File: src/design/psdsb_pkg.sv
package psdsb_pkg;

	// Register subaddresses within the shared diagnostic read address
	localparam logic [7:0] PSDSB_INJECTOR_OUTPUTS_FAULT_STATUS = 8'h01;
	localparam logic [7:0] PSDSB_LOW_SIDE_OUTPUTS_FAULT_STATUS = 8'h02;
	localparam logic [7:0] PSDSB_RELAY_PAIR_AND_ALARM_STATUS = 8'h03;
	localparam logic [7:0] PSDSB_RELAY_OUTPUTS_FAULT_STATUS = 8'h04;
	localparam logic [7:0] PSDSB_SMALL_OUTPUT_FAULT_STATUS = 8'h05;
	localparam logic [7:0] PSDSB_BRIDGE_ONE_FAULT_STATUS = 8'h06;
	// Interrupt registers
	localparam logic [7:0] PSDSB_IRQ_STATUS = 8'h10;
	localparam logic [7:0] PSDSB_IRQ_MASK = 8'h11;

	// Register reset value
	localparam logic [7:0] PSDSB_REG_RESET = 8'h00;
	localparam logic [5:0] PSDSB_MASK_RESET = 6'h00;

	// 2-bit fault codes
	localparam logic [1:0] PSDSB_CODE_SHORT_TO_GROUND = 2'h0;
	localparam logic [1:0] PSDSB_CODE_OPEN_LOAD = 2'h1;
	localparam logic [1:0] PSDSB_CODE_SHORT_TO_BATTERY = 2'h2;
	localparam logic [1:0] PSDSB_CODE_NO_FAULT = 2'h3;

	// Bridge codes
	localparam logic [7:0] PSDSB_BR_OVERCURRENT_ON = 8'h03;
	localparam logic [7:0] PSDSB_BR_DETECT_RUNNING = 8'h07;
	localparam logic [7:0] PSDSB_BR_NO_FAULT = 8'hFF;

	// Fixed field positions
	localparam int PSDSB_ALARM_BIT = 3;
	localparam logic [3:0] PSDSB_REG5_RESERVED = 4'hF;

	// Stage count, stages indexed 0..NSTAGE-1, and count of fault status registers
	localparam int PSDSB_NSTAGE = 20;
	localparam int PSDSB_NREG = 6;

endpackage

File: src/design/psdsb_bank.sv
`timescale 1ns/1ns
module psdsb_bank
	import psdsb_pkg::*;
(
	input wire logic sys_clk,
	input wire logic rst_n,
	input wire logic clk_en,
	// Register port
	input wire logic [7:0] reg_addr,
	input wire logic [7:0] reg_wdata,
	input wire logic reg_wr,
	input wire logic reg_rd,
	output logic [7:0] reg_rdata,
	// Fault event pulses, one per stage, same clock domain
	input wire logic [PSDSB_NSTAGE-1:0] stage_short_to_ground,
	input wire logic [PSDSB_NSTAGE-1:0] stage_open_load,
	input wire logic [PSDSB_NSTAGE-1:0] stage_short_to_battery,
	// Bridge one events, same clock domain
	input wire logic bridge_overcurrent_on,
	input wire logic bridge_detect_running,
	// Mode and alarm
	input wire logic stage_bridge_select,
	input wire logic watchdog_alarm_pin,
	output logic irq
);

	// Stage order: 0..3 inj 1-4, 4..6 out 5-7, 7..8 out 13-14,
	// 9..12 out 15-18, 13 out 20, 14..17 out 21-24, 18..19 spare
	typedef struct packed {
		logic [PSDSB_NSTAGE-1:0][1:0] code;
		logic [7:0] bridge;
		logic [2:0] alarm_sync;
		logic alarm;
		logic [PSDSB_NREG-1:0] irq_status;
		logic [PSDSB_NREG-1:0] irq_mask;
		logic [7:0] rdata;
		logic irq;
	} psdsb_state_type;

	psdsb_state_type st_r;
	psdsb_state_type st_nxt;

	logic [7:0] view [PSDSB_NREG+1];
	logic [PSDSB_NSTAGE-1:0][1:0] ev_code;
	logic [PSDSB_NSTAGE-1:0] ev_any;
	logic [PSDSB_NREG-1:0] reg_event;
	logic [PSDSB_NSTAGE-1:0] stage_clr;

	////////////////////////////////////////////////////////////////////////
	// Per-stage event coding; worst fault wins when several arrive at once
	genvar gi;
	generate
		for (gi = 0; gi < PSDSB_NSTAGE; gi++) begin : g_ev
			always_comb begin
				ev_any[gi] = stage_short_to_ground[gi] |
					stage_open_load[gi] | stage_short_to_battery[gi];
				if (stage_short_to_ground[gi]) begin
					ev_code[gi] = PSDSB_CODE_SHORT_TO_GROUND;
				end else if (stage_short_to_battery[gi]) begin
					ev_code[gi] = PSDSB_CODE_SHORT_TO_BATTERY;
				end else if (stage_open_load[gi]) begin
					ev_code[gi] = PSDSB_CODE_OPEN_LOAD;
				end else begin
					ev_code[gi] = PSDSB_CODE_NO_FAULT;
				end
			end
		end
	endgenerate

	////////////////////////////////////////////////////////////////////////
	// Swap ground and battery meaning for outputs 21 and 23
	function automatic logic [1:0] psdsb_swap(input logic [1:0] c);
		if (c == PSDSB_CODE_SHORT_TO_GROUND) begin
			return PSDSB_CODE_SHORT_TO_BATTERY;
		end else if (c == PSDSB_CODE_SHORT_TO_BATTERY) begin
			return PSDSB_CODE_SHORT_TO_GROUND;
		end
		return c;
	endfunction

	// Stored value 00 means cleared; shown as no fault (11) on read
	function automatic logic [1:0] psdsb_show(input logic [1:0] c);
		return ~c;
	endfunction

	////////////////////////////////////////////////////////////////////////
	// Read views of the register contents
	always_comb begin
		view[0] = {psdsb_show(st_r.code[3]), psdsb_show(st_r.code[2]),
			psdsb_show(st_r.code[1]), psdsb_show(st_r.code[0])};
		view[1] = {2'h0, psdsb_show(st_r.code[6]),
			psdsb_show(st_r.code[5]), psdsb_show(st_r.code[4])};
		view[2] = {psdsb_show(st_r.code[8]), psdsb_show(st_r.code[7]),
			st_r.alarm, 3'h0};
		view[3] = {psdsb_show(st_r.code[12]), psdsb_show(st_r.code[11]),
			psdsb_show(st_r.code[10]), psdsb_show(st_r.code[9])};
		view[4] = {PSDSB_REG5_RESERVED, psdsb_show(st_r.code[13]),
			2'h0};
		if (stage_bridge_select) begin
			view[5] = ~st_r.bridge;
		end else begin
			view[5] = {psdsb_show(st_r.code[17]),
				psdsb_swap(psdsb_show(st_r.code[16])),
				psdsb_show(st_r.code[15]),
				psdsb_swap(psdsb_show(st_r.code[14]))};
		end
		view[6] = 8'h00;
	end

	////////////////////////////////////////////////////////////////////////
	// Which stages each register read clears
	always_comb begin
		stage_clr = '0;
		if (reg_rd) begin
			unique case (reg_addr)
				PSDSB_INJECTOR_OUTPUTS_FAULT_STATUS: stage_clr[3:0] = '1;
				PSDSB_LOW_SIDE_OUTPUTS_FAULT_STATUS: stage_clr[6:4] = '1;
				PSDSB_RELAY_PAIR_AND_ALARM_STATUS: stage_clr[8:7] = '1;
				PSDSB_RELAY_OUTPUTS_FAULT_STATUS: stage_clr[12:9] = '1;
				PSDSB_SMALL_OUTPUT_FAULT_STATUS: stage_clr[13] = 1'b1;
				PSDSB_BRIDGE_ONE_FAULT_STATUS: stage_clr[17:14] = '1;
				default: stage_clr = '0;
			endcase
		end
	end

	// Events grouped per register for the interrupt status
	always_comb begin
		reg_event[0] = |ev_any[3:0];
		reg_event[1] = |ev_any[6:4];
		reg_event[2] = |ev_any[8:7];
		reg_event[3] = |ev_any[12:9];
		reg_event[4] = ev_any[13];
		reg_event[5] = (|ev_any[17:14]) | bridge_overcurrent_on |
			bridge_detect_running;
	end

	////////////////////////////////////////////////////////////////////////
	// Next state
	always_comb begin
		st_nxt = st_r;
		// Alarm pin passes three flops; level changes once 2nd and 3rd agree
		st_nxt.alarm_sync = {st_r.alarm_sync[1:0], watchdog_alarm_pin};
		if (st_r.alarm_sync[2] == st_r.alarm_sync[1]) begin
			st_nxt.alarm = st_r.alarm_sync[2];
		end
		// Read clear first, then new events, so a coincident fault survives
		for (int i = 0; i < PSDSB_NSTAGE; i++) begin
			if (stage_clr[i]) begin
				st_nxt.code[i] = 2'h0;
			end
			if (ev_any[i]) begin
				st_nxt.code[i] = ~ev_code[i];
			end
		end
		if (reg_rd && reg_addr == PSDSB_BRIDGE_ONE_FAULT_STATUS) begin
			st_nxt.bridge = 8'h00;
		end
		if (bridge_detect_running) begin
			st_nxt.bridge = ~PSDSB_BR_DETECT_RUNNING;
		end
		if (bridge_overcurrent_on) begin
			st_nxt.bridge = ~PSDSB_BR_OVERCURRENT_ON;
		end
		// Read data, one cycle after the strobe; writes to status ignored
		st_nxt.rdata = 8'h00;
		if (reg_rd) begin
			unique case (reg_addr)
				PSDSB_INJECTOR_OUTPUTS_FAULT_STATUS: st_nxt.rdata = view[0];
				PSDSB_LOW_SIDE_OUTPUTS_FAULT_STATUS: st_nxt.rdata = view[1];
				PSDSB_RELAY_PAIR_AND_ALARM_STATUS: st_nxt.rdata = view[2];
				PSDSB_RELAY_OUTPUTS_FAULT_STATUS: st_nxt.rdata = view[3];
				PSDSB_SMALL_OUTPUT_FAULT_STATUS: st_nxt.rdata = view[4];
				PSDSB_BRIDGE_ONE_FAULT_STATUS: st_nxt.rdata = view[5];
				PSDSB_IRQ_STATUS: st_nxt.rdata = {2'h0, st_r.irq_status};
				PSDSB_IRQ_MASK: st_nxt.rdata = {2'h0, st_r.irq_mask};
				default: st_nxt.rdata = view[6];
			endcase
		end
		// Interrupt status: read clears, a new event wins over the clear
		if (reg_rd && reg_addr == PSDSB_IRQ_STATUS) begin
			st_nxt.irq_status = '0;
		end
		st_nxt.irq_status = st_nxt.irq_status | reg_event;
		if (reg_wr && reg_addr == PSDSB_IRQ_MASK) begin
			st_nxt.irq_mask = reg_wdata[PSDSB_NREG-1:0];
		end
		st_nxt.irq = |(st_nxt.irq_status & st_nxt.irq_mask);
	end

	////////////////////////////////////////////////////////////////////////
	// State register; all fields cleared at reset
	always_ff @(posedge sys_clk or negedge rst_n) begin
		if (!rst_n) begin
			st_r.code <= '0;
			st_r.bridge <= PSDSB_REG_RESET;
			st_r.alarm_sync <= 3'h0;
			st_r.alarm <= 1'b0;
			st_r.irq_status <= '0;
			st_r.irq_mask <= PSDSB_MASK_RESET;
			st_r.rdata <= PSDSB_REG_RESET;
			st_r.irq <= 1'b0;
		end else if (clk_en) begin
			st_r <= st_nxt;
		end
	end

	assign reg_rdata = st_r.rdata;
	assign irq = st_r.irq;

endmodule

File: config.mk
export PLATFORM = sky130hd
export DESIGN_NAME = psdsb_bank
export DESIGN_NICKNAME = d
export VERILOG_FILES = /design/src/design/psdsb_pkg.sv /design/src/design/psdsb_bank.sv
export SDC_FILE = /design/constraint.sdc
export NUM_CORES = 1
export LEC_CHECK = 0
export BUFFER_PORTS_ARGS = -buffer_cell sky130_fd_sc_hd__clkbuf_2
export CAP_MARGIN = 20
export CORE_MARGIN = 1.5
export CORE_UTILIZATION = 54
export CTS_CLUSTER_DIAMETER = 100
export CTS_CLUSTER_SIZE = 30
export DETAILED_ROUTE_END_ITERATION = 16
export PLACE_DENSITY = 0.81
export SKIP_CTS_REPAIR_TIMING = 1
export SLEW_MARGIN = 30
export SYNTH_ARGS = -nofsm -noshare
export SYNTH_HDL_FRONTEND = slang
export SYNTH_SLANG_ARGS = --single-unit
File: constraint.sdc
create_clock -name sys_clk -period 1.7 [get_ports sys_clk]
set_input_delay 0.085 -clock sys_clk [delete_from_list [all_inputs] [get_ports sys_clk]]
set_output_delay 0.085 -clock sys_clk [all_outputs]
set_load 0.01 [all_outputs]
==> results of run 1 <==
-- final cells by class --
class	count	area [sq um]	share of cell area (%)
well taps	80	100.1	2.058
clock buffers	10	137.6	2.830
inverters	9	33.78	0.6946
flip-flops and latches	63	1577	32.42
clock inverters	6	107.6	2.213
repair buffers	141	915.9	18.83
multi-input cells	318	1992	40.96
-- cells in the final DEF, fill, tap and decap left out, types with 2 or more instances in the layout --
master | Yosys | routed
inv_1 | 9 | 9
o211ai_1 | 2 | 2
o22a_1 | 2 | 2
nand2b_1 | 5 | 5
nor4_1 | 12 | 12
dfrtp_1 | 63 | 63
ha_1 | 4 | 4
o2bb2ai_1 | 8 | 8
bufinv_16 | 0 | 3
dlygate4sd3_1 | 0 | 18
mux2_2 | 10 | 10
nor3_1 | 13 | 12
clkbuf_2 | 0 | 85
o221ai_1 | 2 | 2
a21oi_1 | 23 | 23
buf_4 | 8 | 36
and3_1 | 2 | 2
o22ai_1 | 5 | 5
a221oi_1 | 3 | 2
clkinv_2 | 0 | 2
or2_2 | 2 | 2
nand2_1 | 50 | 49
a32o_1 | 2 | 2
nor2b_1 | 4 | 4
o21ai_2 | 0 | 2
a2bb2oi_1 | 3 | 3
mux2i_1 | 23 | 23
a22o_1 | 5 | 5
a22oi_1 | 12 | 12
nor2_1 | 27 | 26
buf_12 | 0 | 2
a31oi_1 | 3 | 3
nand3_1 | 12 | 12
o21ai_0 | 60 | 58
clkbuf_8 | 0 | 10
nand4_1 | 3 | 3
-- power by group --
group / internal (mW) / switching [mW] / leakage (nW)
Combinational: 0.285 / 0.323 / 1.45
Clock: 1.01 / 0.588 / 0.122
Sequential: 1.61 / 0.0919 / 0.702
-- flip-flops by register name, indices dropped and copies added, names as in the netlist --
register,count
reg_rdata,8
st_nxt,2
irq,1
st_r,52
-- cell families (layout without fill, tap and decap cells) --
family | count (synthesis) | in the layout | synth area share (%)
buffers and inverters | 41 | 166 | 5.388
DFF | 63 | 63 | 42.17
and+or+nand+nor | 142 | 142 | 18.51
AOI/OAI and AO/OA | 139 | 139 | 23.43
muxes | 33 | 33 | 9.170
adders and majority gates | 4 | 4 | 1.339
-- through the flow --
stage	instance area [sq um]	worst slack, ps	TNS, ps	total power, mW	util, %
after global routing	4863	-16.64	-38.57	4.090	71.98
final	4863	35.01	0	3.907	71.98
after CTS	4671	14.23	0	3.886	69.13
after global placement	4425	-274.1	-5998	2.271	65.50
after detailed placement	4425	-323.5	-7915	2.295	65.50
after floorplan	3764	-203.8	-807.9	1.984	-
-- worst paths after layout --
| check | start | endpoint | slack (ps) | cells past startpoint |
|---|---|---|---|---|
| min in group asynchronous | rst_n | st_r[50] | 280 | 3 |
| max in group asynchronous | rst_n | st_r[59] | 1140 | 3 |
| setup reg to reg | st_r[17] | irq | 120 | 5 |
| setup / recovery | reg_addr[5] | reg_rdata[5] | 40 | 8 |
| hold reg to reg | st_r[39] | st_r[39] | 480 | 2 |
| hold / removal | stage_short_to_ground[4] | st_r[42] | -8 | 3 |
-- routing by layer --
metal  vias up  part of all wire (%)  wire, um  global-route usage (%)
li1       1806                     -         -                       -
met1      1832                    42      4539                   39.85
met2       179                    48      5155                   49.18
met3        32                   7.3       791                   6.857
met4         0                   3.3       363                   11.14
met5         -                     0         0                       0
-- worst max-delay path, stage by stage --
cell,delay [ps]
clkbuf_2,100
or4_4,550
buf_4,170
or2_2,330
o21a_1,200
o21ai_2,170
nand2_2,150
o2bb2ai_1,190
==> results.json, run 1 <==
{
  "clk_pin_slew_ps": 70,
  "fmax_ghz": 0.6006,
  "cts_buffers": 9,
  "maxCapViolations": 0,
  "core-area_sq_um": 6756,
  "syn-num-nets": 511,
  "ys_seq_area_share_pct": 42.17,
  "portBuffers": 85,
  "synth_top_area_share_pct": 42.17,
  "hold_class": "in2reg",
  "yosys.cell_types.count": 54,
  "antenna_found_initial": 0,
  "period_share_pct": 97.94,
  "worstSetupPathType": "in2reg",
  "grt_pass1_wl_um": 17220,
  "critPathLaunchType": "input pin",
  "dieWidth_um": 86.21,
  "synth_area_leaders": "dfrtp_1 42%, o21ai_0 8.0%, mux2i_1 6.2%",
  "hold_ws_ps": -7.674,
  "syn-cell-area_sq_um": 3739,
  "hold_viol": 3,
  "p_leak_nw": 2.272,
  "grt_max_degree": 70,
  "ys_ff_latch": 63,
  "detail_route.first_pass.iterations": 5,
  "h-tree-depth": 3,
  "clock-sinks": 63,
  "via_count": 3849,
  "synth_edf_count": 0,
  "instances_no_fill": 627,
  "required_ps": 1960,
  "die_height_um": 86.21,
  "synth-async-reset-ratio_pct": 100.0,
  "power_density_nw_per_um2": 803.3,
  "ctsLongestPathBuffers": 2,
  "routed_wl_um": 10850,
  "cp_max_fo": 7,
  "cts_tree": "yes",
  "yosys.area.top_type": "dfrtp_1",
  "synth-main-ff-cell": "dfrtp_1",
  "post-synth-top-count-cell": "dfrtp_1",
  "synth.avg_cell_area_sq_um": 8.859,
  "worstMarginPinSlew_ps": 507.1,
  "nFillCells": 520,
  "drive_above_1_share_pct": 30.16,
  "start_util_pct": 55.33,
  "rsz0062_at_grt": "true",
  "clock_skew_ps": 9.145,
  "drcViolationCount": 0,
  "syn_inst": 422,
  "wire_per_inst_um": 17.30,
  "ios": 94,
  "ant_nets": 0,
  "worstPathArrival_ps": 1930,
  "yosysWarnings": 0,
  "slew_headroom_pct": 65.76,
  "setup_violations": 0,
  "grt_overflow_total": 0,
  "place_inst": 593,
  "globalplace.congestion": 0.9956,
  "grt_pass1_vias": 3500,
  "row_count": 30,
  "dpl.hpwl_um": 8147,
  "drt_iter0_drc": 324,
  "status": "complete, but fails checks",
  "syn_to_final_growth_pct": 30.09,
  "diodes": 0,
  "cts_root_buffer": "clkbuf_8",
  "slew_viol_final": 0,
  "synth.top_cells.by_count": "63 x dfrtp_1, 60 x o21ai_0, 50 x nand2_1, 27 x nor2_1",
  "fin_crit_ps": 1665,
  "dieArea_sq_um": 7431,
  "clock_latency_ps": 350,
  "crit_path_end_kind": "flip-flop",
  "fin_nets": 631,
  "vias_per_cell": 6.139,
  "track_usage_pct": 30.24,
  "ir_drop_mv": 0.5623,
  "violations": "hold timing"
}
Power figures use the tool's default switching activity.
==> inputs of run 2 (changes only) <==
- CELL_PAD_IN_SITES_DETAIL_PLACEMENT: not set -> 0
- CELL_PAD_IN_SITES_GLOBAL_PLACEMENT: not set -> 1
- CORE_UTILIZATION: 54 -> 40
- PLACE_DENSITY: 0.81 -> not set
- PLACE_DENSITY_LB_ADDON: not set -> 0.1
==> results.json, run 2 (synthesized netlist as in run 1, its figures left out) <==
{
  "cp_max_fo": 3,
  "hold_viol": 4,
  "dpl.hpwl_um": 8779,
  "fin_nets": 638,
  "rsz0062_at_grt": "false",
  "fin_crit_ps": 1629,
  "clock-sinks": 63,
  "p_leak_nw": 2.295,
  "worstPathArrival_ps": 1850,
  "start_util_pct": 40.85,
  "final_cell_mix": "85 x clkbuf_2, 63 x dfrtp_1, 57 x o21ai_0, 49 x nand2_1, 43 x buf_4",
  "dieWidth_um": 99.68,
  "status": "complete, but fails checks",
  "syn_to_final_growth_pct": 32.20,
  "fmax_ghz": 0.6140,
  "grt_overflow_total": 0,
  "drcViolationCount": 0,
  "power_density_nw_per_um2": 797.2,
  "row_count": 35,
  "grt_pass1_wl_um": 17860,
  "dieArea_sq_um": 9935,
  "detail_route.first_pass.iterations": 5,
  "diodes": 0,
  "vias_per_cell": 5.508,
  "h-tree-depth": 3,
  "clock_skew_ps": 9.038,
  "globalplace.congestion": 0.9114,
  "power.total_mw": 3.940,
  "final_util_pct": 54.00,
  "slew_viol_final": 0,
  "maxCapViolations": 0,
  "place_ws_ps": -359.8,
  "ir_drop_mv": 0.3465,
  "setup_ws_ps": 71.34,
  "ctsLongestPathBuffers": 2,
  "cts_buffers": 9,
  "hold_ws_ps": -35.66,
  "setup_violations": 0,
  "violations": "hold timing",
  "required_ps": 1920,
  "die_height_um": 99.68,
  "antenna_found_initial": 0,
  "crit_path_end_kind": "flip-flop",
  "regMostFlops": "st_r",
  "drt_iter0_drc": 153,
  "final_common_cell": "clkbuf_2",
  "drive_above_1_share_pct": 30.87,
  "ios": 94,
  "worstSetupPathType": "in2reg",
  "clock_latency_ps": 350,
  "wire_per_inst_um": 17.03,
  "critPathLaunchType": "input pin",
  "routed_wl_um": 11320,
  "grt_pass1_vias": 3420,
  "period_share_pct": 95.80,
  "track_usage_pct": 23.41,
  "worstMarginPinSlew_ps": 529.3,
  "clk_pin_slew_ps": 80,
  "core-area_sq_um": 9153,
  "grt_max_degree": 64,
  "portBuffers": 85,
  "crit_path_start": "stage_short_to_battery[3]",
  "slew_headroom_pct": 64.71,
  "hold_class": "in2reg",
  "cts_tree": "yes",
  "worstReg2RegStart": "st_r[17]",
  "cts_root_buffer": "clkbuf_8",
  "ant_nets": 0,
  "hp-start": "stage_short_to_battery[11]",
  "largest_reg_flops": 52,
  "via_count": 3663
}
==> run 2: changes by cell type in the layout (fill, tap and decap cells not counted), sizes merged <==
cell and change:
buf +6, clkbuf -1, dlygate4sd3 +1, inv +1
==> run 2: layout make-up <==
type / instances / area (sq um)
inverters: 9 / 33.78
flip-flops and latches: 63 / 1577
clock buffers: 9 / 123.9
clock inverters: 7 / 120.1
repair buffers: 148 / 958.4
multi-input cells: 318 / 1991
well taps: 111 / 138.9
fillers: 892 / 4210
==> run 2: where the power goes <==
group | total (mW) | switching (mW) | leakage (nW) | internal, mW
Sequential | 1.70 | 0.0891 | 0.702 | 1.61
Combinational | 0.614 | 0.322 | 1.47 | 0.292
Clock | 1.63 | 0.649 | 0.120 | 0.979
Total | 3.94 | 1.06 | 2.29 | 2.88
==> run 2: stage by stage <==
step	instances	area [sq um]	TNS, ps
final	665	4942	0
after global routing	665	4942	0
after CTS	646	4741	0
after detailed placement	630	4497	-7739
after global placement	630	4497	-7302
after floorplan	422	3764	-807.9
==> run 2: critical path: stages <==
cell	delay, ps
dlygate4sd3_1	530
clkbuf_2	120
nor4_1	230
nand3_1	200
a21oi_1	160
o22ai_1	100
nor4_1	340
nor2_1	90
==> run 2: final timing paths <==
kind	end	slack, ps	depth (start not counted)
setup / recovery	irq	70	8
hold / removal	st_r[56]	-40	2
setup reg to reg	irq	140	5
hold reg to reg	st_r[57]	480	2
max in group asynchronous	st_r[18]	1120	3
min in group asynchronous	st_r[65]	280	3
==> run 2: layer usage <==
metal | vias to the layer above | GRT usage [%] | wire length, um
met3 | 16 | 6.395 | 599
met4 | 0 | 6.501 | 157
met5 | - | 0 | 0
li1 | 1808 | - | -
met2 | 99 | 37.10 | 5334
met1 | 1740 | 31.51 | 5233
